**src/hdl/tml_pkg.sv**
```systemverilog
// Constants, register layout and types of the terminal mode line handler.
// Assumes a 32-bit classic Wishbone slave port and byte-wide character streams.
package tml_pkg;

  // ****************************************************************
  // Register map
  // ****************************************************************
  localparam logic [3:0] ADDR_LINE_CTRL = 4'h0;
  localparam logic [3:0] ADDR_NL_SEL = 4'h4;
  localparam logic [3:0] ADDR_STATUS = 4'h8;

  localparam logic [7:0] LINE_CTRL_RESET = 8'h27;
  localparam logic [7:0] LINE_CTRL_MASK = 8'h2F;
  localparam logic [7:0] NL_SEL_RESET = 8'h11;
  localparam logic [7:0] NL_SEL_MASK = 8'hFF;

  // ****************************************************************
  // Field codes
  // ****************************************************************
  localparam logic [1:0] DEL_SEND_DEL = 2'h0;
  localparam logic [1:0] DEL_SEND_ERASE = 2'h1;

  localparam logic [3:0] ONL_NONE = 4'h0;
  localparam logic [3:0] ONL_CR_LF = 4'h1;
  localparam logic [3:0] ONL_NUL = 4'h2;
  localparam logic [3:0] ONL_CR = 4'h3;
  localparam logic [3:0] ONL_LF_CR = 4'h4;
  localparam logic [3:0] ONL_LF = 4'h5;

  localparam logic [3:0] INL_CR = 4'h1;
  localparam logic [3:0] INL_NUL = 4'h2;

  // ****************************************************************
  // Characters
  // ****************************************************************
  localparam logic [7:0] CH_NUL = 8'h00;
  localparam logic [7:0] CH_BKSP = 8'h08;
  localparam logic [7:0] CH_LF = 8'h0A;
  localparam logic [7:0] CH_CR = 8'h0D;
  localparam logic [7:0] CH_SP = 8'h20;
  localparam logic [7:0] CH_DEL = 8'h7F;

  localparam int MARK_LEN = 5;
  localparam logic [39:0] MARK_CHARS = 40'h5B5359535D;

  // ****************************************************************
  // Types
  // ****************************************************************
  typedef struct packed {
    logic [1:0] rsv_hi;
    logic edit_en;
    logic rsv_lo;
    logic [1:0] del_mode;
    logic echo_en;
    logic ready_en;
  } tml_line_ctrl_t;

  typedef struct packed {
    logic [3:0] out_nl;
    logic [3:0] in_nl;
  } tml_nl_sel_t;

  typedef enum logic [2:0] {
    ST_IDLE,
    ST_CHAR,
    ST_ERASE,
    ST_ECHO_NL,
    ST_MARK,
    ST_MARK_NL,
    ST_MSG_NL
  } tml_state_t;

endpackage

```
**src/hdl/tml_line_handler.sv**
```systemverilog
// Terminal mode line handler: console character processing and output framing.
// Assumes rx and message streams come from logic on clk_i; tx is drained by a UART.
//
// The implementer's own choices: the Wishbone slave port and the address map.
`timescale 1ns/1ps

module tml_line_handler (
  input wire logic clk_i,
  input wire logic rst_i,
  input wire logic wb_cyc_i,
  input wire logic wb_stb_i,
  input wire logic wb_we_i,
  input wire logic [3:0] wb_adr_i,
  input wire logic [3:0] wb_sel_i,
  input wire logic [31:0] wb_dat_i,
  output logic [31:0] wb_dat_o,
  output logic wb_ack_o,
  input wire logic [7:0] rx_data_i,
  input wire logic rx_valid_i,
  output logic rx_ready_o,
  input wire logic [7:0] msg_data_i,
  input wire logic msg_last_i,
  input wire logic msg_valid_i,
  output logic msg_ready_o,
  output logic [7:0] tx_data_o,
  output logic tx_valid_o,
  input wire logic tx_ready_i,
  output logic line_done_o
);

  // ****************************************************************
  // Helper functions
  // ****************************************************************
  function automatic logic [1:0] nl_len(input logic [3:0] code);
    case (code)
      tml_pkg::ONL_CR_LF, tml_pkg::ONL_LF_CR: nl_len = 2'h2;
      tml_pkg::ONL_NUL, tml_pkg::ONL_CR, tml_pkg::ONL_LF: nl_len = 2'h1;
      default: nl_len = 2'h0; // Reserved codes append nothing
    endcase
  endfunction
  function automatic logic [7:0] nl_char(input logic [3:0] code, input logic [2:0] idx);
    case (code)
      tml_pkg::ONL_CR_LF: nl_char = (idx == 3'h0) ? tml_pkg::CH_CR : tml_pkg::CH_LF;
      tml_pkg::ONL_LF_CR: nl_char = (idx == 3'h0) ? tml_pkg::CH_LF : tml_pkg::CH_CR;
      tml_pkg::ONL_CR: nl_char = tml_pkg::CH_CR;
      tml_pkg::ONL_LF: nl_char = tml_pkg::CH_LF;
      default: nl_char = tml_pkg::CH_NUL;
    endcase
  endfunction

  // ****************************************************************
  // Registers and bus slave
  // ****************************************************************
  tml_pkg::tml_line_ctrl_t ctrl_q;
  tml_pkg::tml_nl_sel_t nlsel_q;
  tml_pkg::tml_state_t state_q;
  logic [7:0] lines_q;
  logic ack_q;
  logic [31:0] rdata_q;
  logic buf_in_ready, buf_out_valid, wr_strobe;
  logic [31:0] rdata_d;
  localparam int MARK_LAST = tml_pkg::MARK_LEN - 1;
  // Write lands on the edge where the master sees ack
  assign wr_strobe = wb_cyc_i & wb_stb_i & wb_we_i & ack_q & wb_sel_i[0];
  always_ff @(posedge clk_i)
  begin
    if (rst_i)
    begin
      ctrl_q <= tml_pkg::LINE_CTRL_RESET;
      nlsel_q <= tml_pkg::NL_SEL_RESET;
    end
    else if (wr_strobe && wb_adr_i == tml_pkg::ADDR_LINE_CTRL)
      ctrl_q <= wb_dat_i[7:0] & tml_pkg::LINE_CTRL_MASK;
    else if (wr_strobe && wb_adr_i == tml_pkg::ADDR_NL_SEL)
      nlsel_q <= wb_dat_i[7:0] & tml_pkg::NL_SEL_MASK;
  end

  always_comb
  begin
    case (wb_adr_i)
      tml_pkg::ADDR_LINE_CTRL: rdata_d = {24'h000000, ctrl_q};
      tml_pkg::ADDR_NL_SEL: rdata_d = {24'h000000, nlsel_q};
      tml_pkg::ADDR_STATUS:
        rdata_d = {16'h0000, lines_q, 6'h00, buf_out_valid, state_q != tml_pkg::ST_IDLE};
      default: rdata_d = 32'h00000000;
    endcase
  end
  always_ff @(posedge clk_i)
  begin
    if (rst_i)
    begin
      ack_q <= 1'b0;
      rdata_q <= 32'h00000000;
    end
    else
    begin
      ack_q <= wb_cyc_i & wb_stb_i & ~ack_q;
      rdata_q <= rdata_d;
    end
  end
  assign wb_ack_o = ack_q;
  assign wb_dat_o = rdata_q;

  // ****************************************************************
  // Character sequencer
  // ****************************************************************
  logic [7:0] ch_q;
  logic [2:0] idx_q;
  logic [7:0] push_data;
  logic push_valid, push_done, is_term, is_erase, nl_end, msg_take, line_q;

  // Unrecognised terminator codes never end a line
  always_comb
  begin
    case (nlsel_q.in_nl)
      tml_pkg::INL_CR: is_term = (ch_q == tml_pkg::CH_CR);
      tml_pkg::INL_NUL: is_term = (ch_q == tml_pkg::CH_NUL);
      default: is_term = 1'b0;
    endcase
  end
  assign is_erase = ctrl_q.edit_en &&
    (ch_q == tml_pkg::CH_BKSP || ch_q == tml_pkg::CH_DEL);
  assign nl_end = ({1'b0, nl_len(nlsel_q.out_nl)} <= idx_q);
  assign msg_take = msg_valid_i & msg_ready_o;
  assign rx_ready_o = (state_q == tml_pkg::ST_IDLE);
  // Console input has priority over outgoing message text
  assign msg_ready_o = (state_q == tml_pkg::ST_IDLE) & ~rx_valid_i & buf_in_ready;

  always_comb
  begin
    push_valid = 1'b0;
    push_data = ch_q;
    case (state_q)
      tml_pkg::ST_IDLE:
      begin
        push_valid = msg_take;
        push_data = msg_data_i;
      end
      tml_pkg::ST_CHAR:
      begin
        if (is_erase)
        begin
          push_valid = (ctrl_q.del_mode == tml_pkg::DEL_SEND_DEL);
          push_data = tml_pkg::CH_DEL;
        end
        else
          push_valid = ctrl_q.echo_en && !is_term;
      end
      tml_pkg::ST_ERASE:
      begin
        push_valid = 1'b1;
        push_data = (idx_q == 3'h1) ? tml_pkg::CH_SP : tml_pkg::CH_BKSP;
      end
      tml_pkg::ST_MARK:
      begin
        push_valid = 1'b1;
        push_data = tml_pkg::MARK_CHARS[8 * (4 - idx_q) +: 8];
      end
      tml_pkg::ST_ECHO_NL, tml_pkg::ST_MARK_NL, tml_pkg::ST_MSG_NL:
      begin
        push_valid = !nl_end;
        push_data = nl_char(nlsel_q.out_nl, idx_q);
      end
      default: push_valid = 1'b0;
    endcase
  end
  assign push_done = push_valid & buf_in_ready;

  always_ff @(posedge clk_i)
  begin
    if (rst_i)
      ch_q <= 8'h00;
    else if (rx_valid_i && rx_ready_o)
      ch_q <= rx_data_i;
  end
  always_ff @(posedge clk_i)
  begin
    if (rst_i)
    begin
      state_q <= tml_pkg::ST_IDLE;
      idx_q <= 3'h0;
    end
    else
    begin
      case (state_q)
        tml_pkg::ST_IDLE:
        begin
          idx_q <= 3'h0;
          if (rx_valid_i)
            state_q <= tml_pkg::ST_CHAR;
          else if (msg_take && msg_last_i)
            state_q <= tml_pkg::ST_MSG_NL;
        end
        tml_pkg::ST_CHAR:
        begin
          if (is_term && ctrl_q.echo_en)
            state_q <= tml_pkg::ST_ECHO_NL;
          else if (is_term && ctrl_q.ready_en)
            state_q <= tml_pkg::ST_MARK;
          else if (is_erase && ctrl_q.del_mode == tml_pkg::DEL_SEND_ERASE)
            state_q <= tml_pkg::ST_ERASE;
          else if (!push_valid || push_done)
            state_q <= tml_pkg::ST_IDLE;
        end
        tml_pkg::ST_ERASE:
        begin
          if (push_done)
            idx_q <= idx_q + 3'h1;
          if (push_done && idx_q == 3'h2)
            state_q <= tml_pkg::ST_IDLE;
        end
        tml_pkg::ST_MARK:
        begin
          if (push_done)
          begin
            idx_q <= (idx_q == 3'(MARK_LAST)) ? 3'h0 : idx_q + 3'h1;
            if (idx_q == 3'(MARK_LAST))
              state_q <= tml_pkg::ST_MARK_NL;
          end
        end
        tml_pkg::ST_ECHO_NL, tml_pkg::ST_MARK_NL, tml_pkg::ST_MSG_NL:
        begin
          if (nl_end)
          begin
            idx_q <= 3'h0;
            if (state_q == tml_pkg::ST_ECHO_NL && ctrl_q.ready_en)
              state_q <= tml_pkg::ST_MARK;
            else
              state_q <= tml_pkg::ST_IDLE;
          end
          else if (push_done)
            idx_q <= idx_q + 3'h1;
        end
        default: state_q <= tml_pkg::ST_IDLE;
      endcase
    end
  end

  // Line counter and completion pulse
  always_ff @(posedge clk_i)
  begin
    if (rst_i)
    begin
      lines_q <= 8'h00;
      line_q <= 1'b0;
    end
    else
    begin
      line_q <= (state_q == tml_pkg::ST_CHAR) && is_term;
      if ((state_q == tml_pkg::ST_CHAR) && is_term)
        lines_q <= lines_q + 8'h01;
    end
  end
  assign line_done_o = line_q;

  // ****************************************************************
  // Two-entry output buffer
  // ****************************************************************
  // Absorbs a stall of the transmitter without dropping a byte
  logic [7:0] mem_q [2];
  logic wptr_q, rptr_q, pop;
  logic [1:0] cnt_q;
  assign buf_in_ready = (cnt_q != 2'h2);
  assign buf_out_valid = (cnt_q != 2'h0);
  assign pop = buf_out_valid & tx_ready_i;
  always_ff @(posedge clk_i)
  begin
    if (rst_i)
    begin
      wptr_q <= 1'b0;
      rptr_q <= 1'b0;
      cnt_q <= 2'h0;
      mem_q[0] <= 8'h00;
      mem_q[1] <= 8'h00;
    end
    else
    begin
      if (push_done)
      begin
        mem_q[wptr_q] <= push_data;
        wptr_q <= ~wptr_q;
      end
      if (pop)
        rptr_q <= ~rptr_q;
      cnt_q <= cnt_q + {1'b0, push_done} - {1'b0, pop};
    end
  end

  assign tx_data_o = mem_q[rptr_q];
  assign tx_valid_o = buf_out_valid;

endmodule // tml_line_handler

```
**config.mk**
```make
export PLATFORM = sky130hd
export DESIGN_NAME = tml_line_handler
export DESIGN_NICKNAME = d
export VERILOG_FILES = /design/src/hdl/tml_pkg.sv /design/src/hdl/tml_line_handler.sv
export SDC_FILE = /design/constraint.sdc
export NUM_CORES = 1
export LEC_CHECK = 0
export ABC_AREA = 1
export BUFFER_PORTS_ARGS = -buffer_cell sky130_fd_sc_hd__buf_2
export CAP_MARGIN = 20
export CORE_MARGIN = 1
export CORE_UTILIZATION = 50
export CTS_BUF_LIST = sky130_fd_sc_hd__clkbuf_8 sky130_fd_sc_hd__clkbuf_16
export CTS_CLUSTER_DIAMETER = 30
export DETAILED_ROUTE_END_ITERATION = 10
export GPL_TIMING_DRIVEN = 0
export PLACE_DENSITY = 0.77
export SETUP_SLACK_MARGIN = 0.3
export SYNTH_ARGS = -nofsm -noshare
export SYNTH_HDL_FRONTEND = slang
export SYNTH_SLANG_ARGS = --single-unit
```
**constraint.sdc**
```tcl
create_clock -name clk_i -period 4.1 [get_ports clk_i]
set_input_delay 0.82 -clock clk_i [delete_from_list [all_inputs] [get_ports clk_i]]
set_output_delay 0.82 -clock clk_i [all_outputs]
set_load 0.01 [all_outputs]
```
==> run_results.csv, run 1 <==
group,metric,value,unit
sta,holdWs,0.455,ns
synthesis,netlist.area_leader.share,0.296,
synthesis,synth_warnings,0,
routing,first_iter_violations,218,
die,ioPinCount,110,
cells_and_area,layout_commonest_cell,"nand2_1",
cells_and_area,fill_cells,701,
cells_and_area,synthToLayoutAreaGrowth,18.2,%
sta,relSlewSlack,0.506,
synthesis,ys_types,40,
sta,fin_skew,0.0129,ns
die,rows,31,
worst_setup_path,worstPathRequired,4.13,ns
synthesis,yosys.area_share.simple,0.272,
clocking,clk_pin_slew,0.08,ns
cells_and_area,finalInstanceArea,4630,um2
status,outcome,"finished, final reports clean",
clocking,cts_num_sinks,74,
sta,tns,0,ns
min_path,hold_depth,1,
grt,grt_pass1_vias,3417,
clocking,cts_tree,"yes",
place,post_dp_cell_area,4430,um2
clocking,insertion_delay,0.36,ns
power_and_ir_drop,power_density,548,nW/um2
grt,grt_overflow,0,
clocking,cts_resized,0,
clocking,ctsHoldBuffers,0,
cells_and_area,nets,683,
power_and_ir_drop,p_leak,2.12,nW
cells_and_area,insertedDiodeCount,0,
sta,drv_slew,0,
routing,antenna_left,0,
die,die_h,90.6,um
synthesis,ys_seq_elements,74,
synthesis,yosysTopAreaCell,"dfxtp_1",
worst_setup_path,reg2reg_depth,16,
min_path,hold_class,"reg2reg",
sta,rsz0062_at_grt,"no",
routing,wl_per_cell,13.1,um
power_and_ir_drop,ir_drop,226,uV
grt,grt_max_degree,15,
synthesis,muxShareOfSynthArea,0.0230,
sta,fin_ws,1.32,ns
clocking,cts-buffers-inserted,9,
sta,max_freq,0.359,GHz
synthesis,synth_adder_area_share,0.0319,
worst_setup_path,end_kind,"flip-flop",
die,dieWidth,90.6,um
worst_setup_path,path_max_fanout,10,
run,max_cap_violations,0,
sta,hold_viol_final,0,
sta,setup_violations,0,
worst_setup_path,start_kind,"flip-flop",
cells_and_area,multiInputGateArea,1910,um2
die,coreArea,7410,um2
place,routabilityCongestion,0.876,
sta,period_share,0.679,
clocking,postCtsSetupBuffers,0,
place,post-dp-hpwl,7360,um
synthesis,synth_top_family_by_area,"simple AND/OR/NAND/NOR gates",
synthesis,synth_area_leaders,"dfxtp_1, edfxtp_1, nand2_1",
cells_and_area,regArea,1640,um2
synthesis,synth_xor_xnor_area_share,0.00670,
routing,routed_wl,9350,um
die,start_util,0.529,
clocking,cts_root_buffer,"clkbuf_8",
synthesis,synthCells,517,
place,dp.cells,696,
worst_setup_path,reg2reg_slack,1.32,ns
clocking,cts_buffer_depth,2,
worst_setup_path,path_class,"reg2reg",
synthesis,netlist_area,3920,um2
grt,grt_usage,0.244,
place,dp_slack,1.34,ns
routing,vias,3608,
routing,viasPerCell,5.07,
sta,worst_slew_pin_slew,0.735,ns
clocking,h-tree-depth,3,
synthesis,syn_area_per_cell,7.58,um2
routing,drt_pass1_iterations,6,
cells_and_area,finalNonFillerCells,712,
place,portBuffers,65,
synthesis,seq_area_frac_synth,0.419,
grt,grt_pass1_wl,15800,um
worst_setup_path,cp_data_arrival_time,2.81,ns
synthesis,synth_compound_area_frac,0.138,
sta,fin_crit,2.78,ns
die,dieArea,8200,um2
cells_and_area,final_cell_mix,"nand2_1, buf_2, nor2_1, inv_1, dfxtp_1",
routing,drc_errors,0,
cells_and_area,drive_above_1_share,0.223,
grt,antenna_found_initial,0,
worst paths after layout:
kind	start	to
worst min register to register	wb_ack_o$_SDFF_PP0_	wb_ack_o$_SDFF_PP0_
worst max register to register	nlsel_q[6]$_SDFFE_PP0P_	mem_q[0][1]$_SDFFCE_PN0P_
worst min-delay path	wb_ack_o$_SDFF_PP0_	wb_ack_o$_SDFF_PP0_
worst max-delay path	nlsel_q[6]$_SDFFE_PP0P_	mem_q[0][1]$_SDFFCE_PN0P_
flip-flops by register name, indices dropped and copies added, names as in the netlist, named ones only:
signal	cells
mem_q	16
rptr_q	1
wb_dat_o	16
lines_q	8
cnt_q	2
line_done_o	1
idx_q	3
wb_ack_o	1
state_q	3
nlsel_q	8
wptr_q	1
ch_q	8
ctrl_q	5
per-layer routing:
| metal | vias up | wire (um) | GRT usage |
|---|---|---|---|
| met2 | 137 | 4400 | 0.412 |
| met4 | 0 | 145 | 0.0901 |
| li1 | 1852 | - | - |
| met5 | - | 0 | 0 |
| met1 | 1604 | 4150 | 0.305 |
| met3 | 15 | 659 | 0.0488 |
cell families after synthesis:
| logic type | count (synthesis) |
|---|---|
| simple gates | 229 |
| flops | 74 |
| xor+xnor | 3 |
| mux | 8 |
| compound gates | 96 |
| other cells | 1 |
| buf+inv | 96 |
| fa+ha+maj | 10 |
power by group:
group,switching (mW),internal (mW),total (mW)
clock network,0.284,0.279,0.563
registers,0.0670,0.856,0.923
logic,0.681,0.372,1.05
total,1.03,1.51,2.54
metrics by stage:
stage / utilization / total power, mW
final: 0.625 / 2.54
after global routing: 0.625 / 2.72
after CTS: 0.625 / 2.54
after detailed placement: 0.598 / 1.98
after global placement: 0.598 / 1.96
after floorplan: - / 1.72
layout make-up:
| class | instances | area share |
|---|---|---|
| multi-input combinational | 362 | 0.412 |
| tap | 99 | 0.0267 |
| sequential | 74 | 0.354 |
| buffer | 27 | 0.0359 |
| clock inverter | 5 | 0.00945 |
| timing repair buffer | 65 | 0.0702 |
| inverter | 69 | 0.0559 |
| clock buffer | 11 | 0.0351 |
synthesized netlist by cell type, drive strengths merged:
master	instances
nand2	102
clkinv	2
o211ai	5
nand4	3
edfxtp	16
ha	10
a2111oi	2
clkbuf	9
nor2	72
nand3	26
o21bai	1
o22ai	1
inv	67
xnor2	2
mux2	8
a221oi	3
nor3	22
a211oi	2
dfxtp	58
o21ai	40
o2111ai	1
conb	1
xor2	1
nor4	2
a21oi	40
a22oi	1
and3	1
buf	18
nor3b	1
worst max-delay path: stages (launching register included):
cell	delay [ns]
dfxtp_1	0.34
inv_1	0.08
nor3_1	0.29
nand2_1	0.12
nand2_1	0.08
ha_1	0.24
nand2_1	0.08
nand2_1	0.05
nor2_1	0.19
nand2_4	0.08
nand2_4	0.06
nor2_4	0.04
nand3_4	0.13
nand2_4	0.11
nor2_2	0.11
nand2_2	0.13
nand2_1	0.30
Power figures use the tool's default switching activity.
==> run 2: changes to the inputs <==
--- a/config.mk
+++ b/config.mk
@@ -5,16 +5,16 @@
 export SDC_FILE = /design/constraint.sdc
 export NUM_CORES = 1
 export LEC_CHECK = 0
-export ABC_AREA = 1
+export ABC_AREA = 0
 export BUFFER_PORTS_ARGS = -buffer_cell sky130_fd_sc_hd__buf_2
 export CAP_MARGIN = 20
 export CORE_MARGIN = 1
-export CORE_UTILIZATION = 50
+export CORE_UTILIZATION = 47
 export CTS_BUF_LIST = sky130_fd_sc_hd__clkbuf_8 sky130_fd_sc_hd__clkbuf_16
 export CTS_CLUSTER_DIAMETER = 30
 export DETAILED_ROUTE_END_ITERATION = 10
 export GPL_TIMING_DRIVEN = 0
-export PLACE_DENSITY = 0.77
+export PLACE_DENSITY = 0.76
 export SETUP_SLACK_MARGIN = 0.3
 export SYNTH_ARGS = -nofsm -noshare
 export SYNTH_HDL_FRONTEND = slang
==> constraint.sdc (replaced) <==
create_clock -name clk_i -period 2.3 [get_ports clk_i]
set_input_delay 0.46 -clock clk_i [delete_from_list [all_inputs] [get_ports clk_i]]
set_output_delay 0.46 -clock clk_i [all_outputs]
set_load 0.01 [all_outputs]
==> run_results.csv, run 2 <==
group,metric,value,unit
status,outcome,"finished with violations",
status,violations,"setup timing",
routing,vias,3472,
synthesis,synth_edf_count,16,
synthesis,synth_warnings,0,
cells_and_area,final_cell_mix,"buf_2, dfxtp_1, nor2_1, nand2_1, buf_4",
cells_and_area,regArea,1660,um2
routing,antenna_left,0,
synthesis,yosys.area_share.simple,0.231,
place,post-dp-hpwl,7410,um
grt,grt_pass1_wl,16000,um
cells_and_area,drive_above_1_share,0.306,
min_path,hold_class,"in2reg",
die,ioPinCount,110,
synthesis,synthCells,432,
routing,drc_errors,0,
worst_setup_path,end_kind,"flip-flop",
worst_setup_path,endpoint,"mem_q[1][0]$_SDFFCE_PN0P_",
clocking,cts-buffers-inserted,9,
sta,fin_skew,0.00993,ns
cells_and_area,multiInputGateArea,2250,um2
synthesis,yosysTopAreaCell,"dfxtp_1",
synthesis,synth_top_family_by_area,"simple AND/OR/NAND/NOR gates",
synthesis,synth_adder_area_share,0.0351,
die,start_util,0.491,
worst_setup_path,reg2reg_slack,-0.34,ns
sta,max_freq,0.378,GHz
clocking,clk_pin_slew,0.09,ns
place,portBuffers,66,
cells_and_area,nets,612,
worst_setup_path,path_class,"reg2reg",
sta,hold_viol_final,0,
worst_setup_path,slowest_stage,"dfxtp_4",
cells_and_area,finalNonFillerCells,644,
worst_setup_path,worst-path-buf-inv,2,
clocking,cts_tree,"yes",
sta,rsz0062_at_grt,"yes",
clocking,cts_buffer_depth,2,
grt,grt_pass1_vias,3281,
synthesis,synth_compound_area_frac,0.137,
run,max_cap_violations,0,
clocking,ctsHoldBuffers,0,
die,rows,32,
sta,relSlewSlack,0.391,
sta,fin_ws,-0.343,ns
routing,viasPerCell,5.39,
clocking,insertion_delay,0.37,ns
worst_setup_path,slowest_delay,0.38,ns
synthesis,muxShareOfSynthArea,0.0873,
clocking,cts_root_buffer,"clkbuf_8",
routing,first_iter_violations,254,
worst_setup_path,rr_startpoint,"nlsel_q[4]$_SDFFE_PP1P_",
sta,period_share,1.15,
routing,wl_per_cell,15.6,um
sta,worst_slew_pin_slew,0.905,ns
clocking,h-tree-depth,3,
cells_and_area,insertedDiodeCount,0,
grt,antenna_found_initial,0,
die,coreArea,7850,um2
routing,routed_wl,10100,um
power_and_ir_drop,ir_drop,724,uV
cells_and_area,fill_cells,696,
worst_setup_path,reg2reg_to,"mem_q[1][0]$_SDFFCE_PN0P_",
worst_setup_path,crit_family,"compound AO/OA/AOI/OAI gates",
worst_setup_path,crit_start,"nlsel_q[4]$_SDFFE_PP1P_",
cells_and_area,synthToLayoutAreaGrowth,27.9,%
worst_setup_path,path_depth,13,
synthesis,async_reset_ff_frac,0,
die,die_h,92.6,um
synthesis,synth_area_leaders,"dfxtp_1, edfxtp_1, nor2_1",
worst_setup_path,worstPathRequired,2.41,ns
power_and_ir_drop,power_density,1110,nW/um2
synthesis,synth_xor_xnor_area_share,0.0250,
place,dp.cells,615,
synthesis,synth_most_common_cell,"nor2_1",
sta,setup_violations,41,
die,dieArea,8570,um2
synthesis,seq_area_frac_synth,0.426,
synthesis,syn_area_per_cell,8.92,um2
grt,grt_usage,0.246,
routing,drt_pass1_iterations,5,
synthesis,ys_seq_elements,74,
sta,fin_crit,2.64,ns
grt,grt_max_degree,15,
sta,tns,-11.93,ns
worst_setup_path,reg2reg_depth,13,
synthesis,ys_top_cells_by_count,"nor2_1, dfxtp_1, nand2_1, a21oi_1, mux2i_1",
synthesis,synth_ff_type,"dfxtp_1",
worst_setup_path,start_kind,"flip-flop",
die,dieWidth,92.6,um
cells_and_area,layout_commonest_cell,"buf_2",
synthesis,netlist_area,3850,um2
worst_setup_path,path_cells,"nand2b_4 -> a21boi_2 -> ha_1 -> nor2b_2 -> o21ai_2 -> maj3_2 -> a2bb2oi_2 -> a31o_4 -> buf_6 -> nor2_4 -> nand2_4 -> buf_12 -> nor2_1",
synthesis,netlist.area_leader.share,0.301,
place,routabilityCongestion,0.907,
grt,grt_overflow,0,
power_and_ir_drop,finalPower,5.45,mW
worst_setup_path,path_max_fanout,6,
synthesis,ys_types,59,
power_and_ir_drop,p_leak,2.15,nW
place,dp_slack,-0.643,ns
clocking,cts_num_sinks,74,
sta,drv_slew,0,
worst_setup_path,cp_data_arrival_time,2.75,ns
-- run 2: what timing repair did --
action,in CTS,in global routing
endpoints found under the setup margin,54,43
pin swaps,15,5
resized for setup,33,10
setup buffers,12,1
-- run 2: where the power goes --
group	internal, mW	switching [mW]
sequential	1.53	0.147
combinational	1.13	1.53
clock	0.574	0.541
total	3.23	2.22
-- run 2: worst min path at each step --
stage / endpoint / startpoint / cells after the start / slack (ns)
6_report: nlsel_q[4]$_SDFFE_PP1P_ / wb_dat_i[4] / 3 / 0.31
5_1_grt: ch_q[7]$_SDFFE_PP0P_ / rx_data_i[7] / 3 / 0.32
4_1_cts: nlsel_q[4]$_SDFFE_PP1P_ / wb_dat_i[4] / 3 / 0.31
3_5_place_dp: wb_ack_o$_SDFF_PP0_ / wb_ack_o$_SDFF_PP0_ / 1 / 0.45
3_3_place_gp: wb_ack_o$_SDFF_PP0_ / wb_ack_o$_SDFF_PP0_ / 1 / 0.43
2_1_floorplan: wb_dat_o[15]$_SDFF_PP0_ / lines_q[7]$_SDFFE_PP0P_ / 1 / 0.45
-- run 2: routing by layer --
layer	vias up	share of wire	GRT usage
met5	-	0	0
met4	0	0.022	0.108
met3	18	0.071	0.0517
met2	136	0.47	0.407
met1	1604	0.44	0.308
li1	1714	-	-
-- run 2: final cells by class --
cell class                 instances  share of cell area
multi-input combinational        331               0.457
sequential                        74               0.336
timing repair buffer              79              0.0901
buffer                            31              0.0383
clock buffer                      10              0.0302
tap                              102              0.0259
clock inverter                     6              0.0140
inverter                          11             0.00838
-- run 2: kinds of logic (layout without fill, tap and decap cells) --
logic type | Yosys count | after routing
DFF | 74 | 74
adders and majority gates | 11 | 11
AOI/OAI and AO/OA | 78 | 78
buffers and inverters | 42 | 137
xor gates and xnor gates | 11 | 11
and+or+nand+nor | 183 | 183
other | 1 | 16
muxes | 32 | 32
-- run 2: through the flow --
step	cell area [um2]	utilization	hold slack, ns
floorplan	3970	-	0.450
global placement	4430	0.565	0.430
detailed placement	4430	0.565	0.447
CTS	4880	0.621	0.309
global route	4930	0.628	0.322
finish	4930	0.628	0.314
-- run 2: tightest hold or removal path: cells and delay by family --
kind	cells	cell delay (ns)
buffers and inverters	1	0.08
muxes	1	0.06
and+or+nand+nor	1	0.06
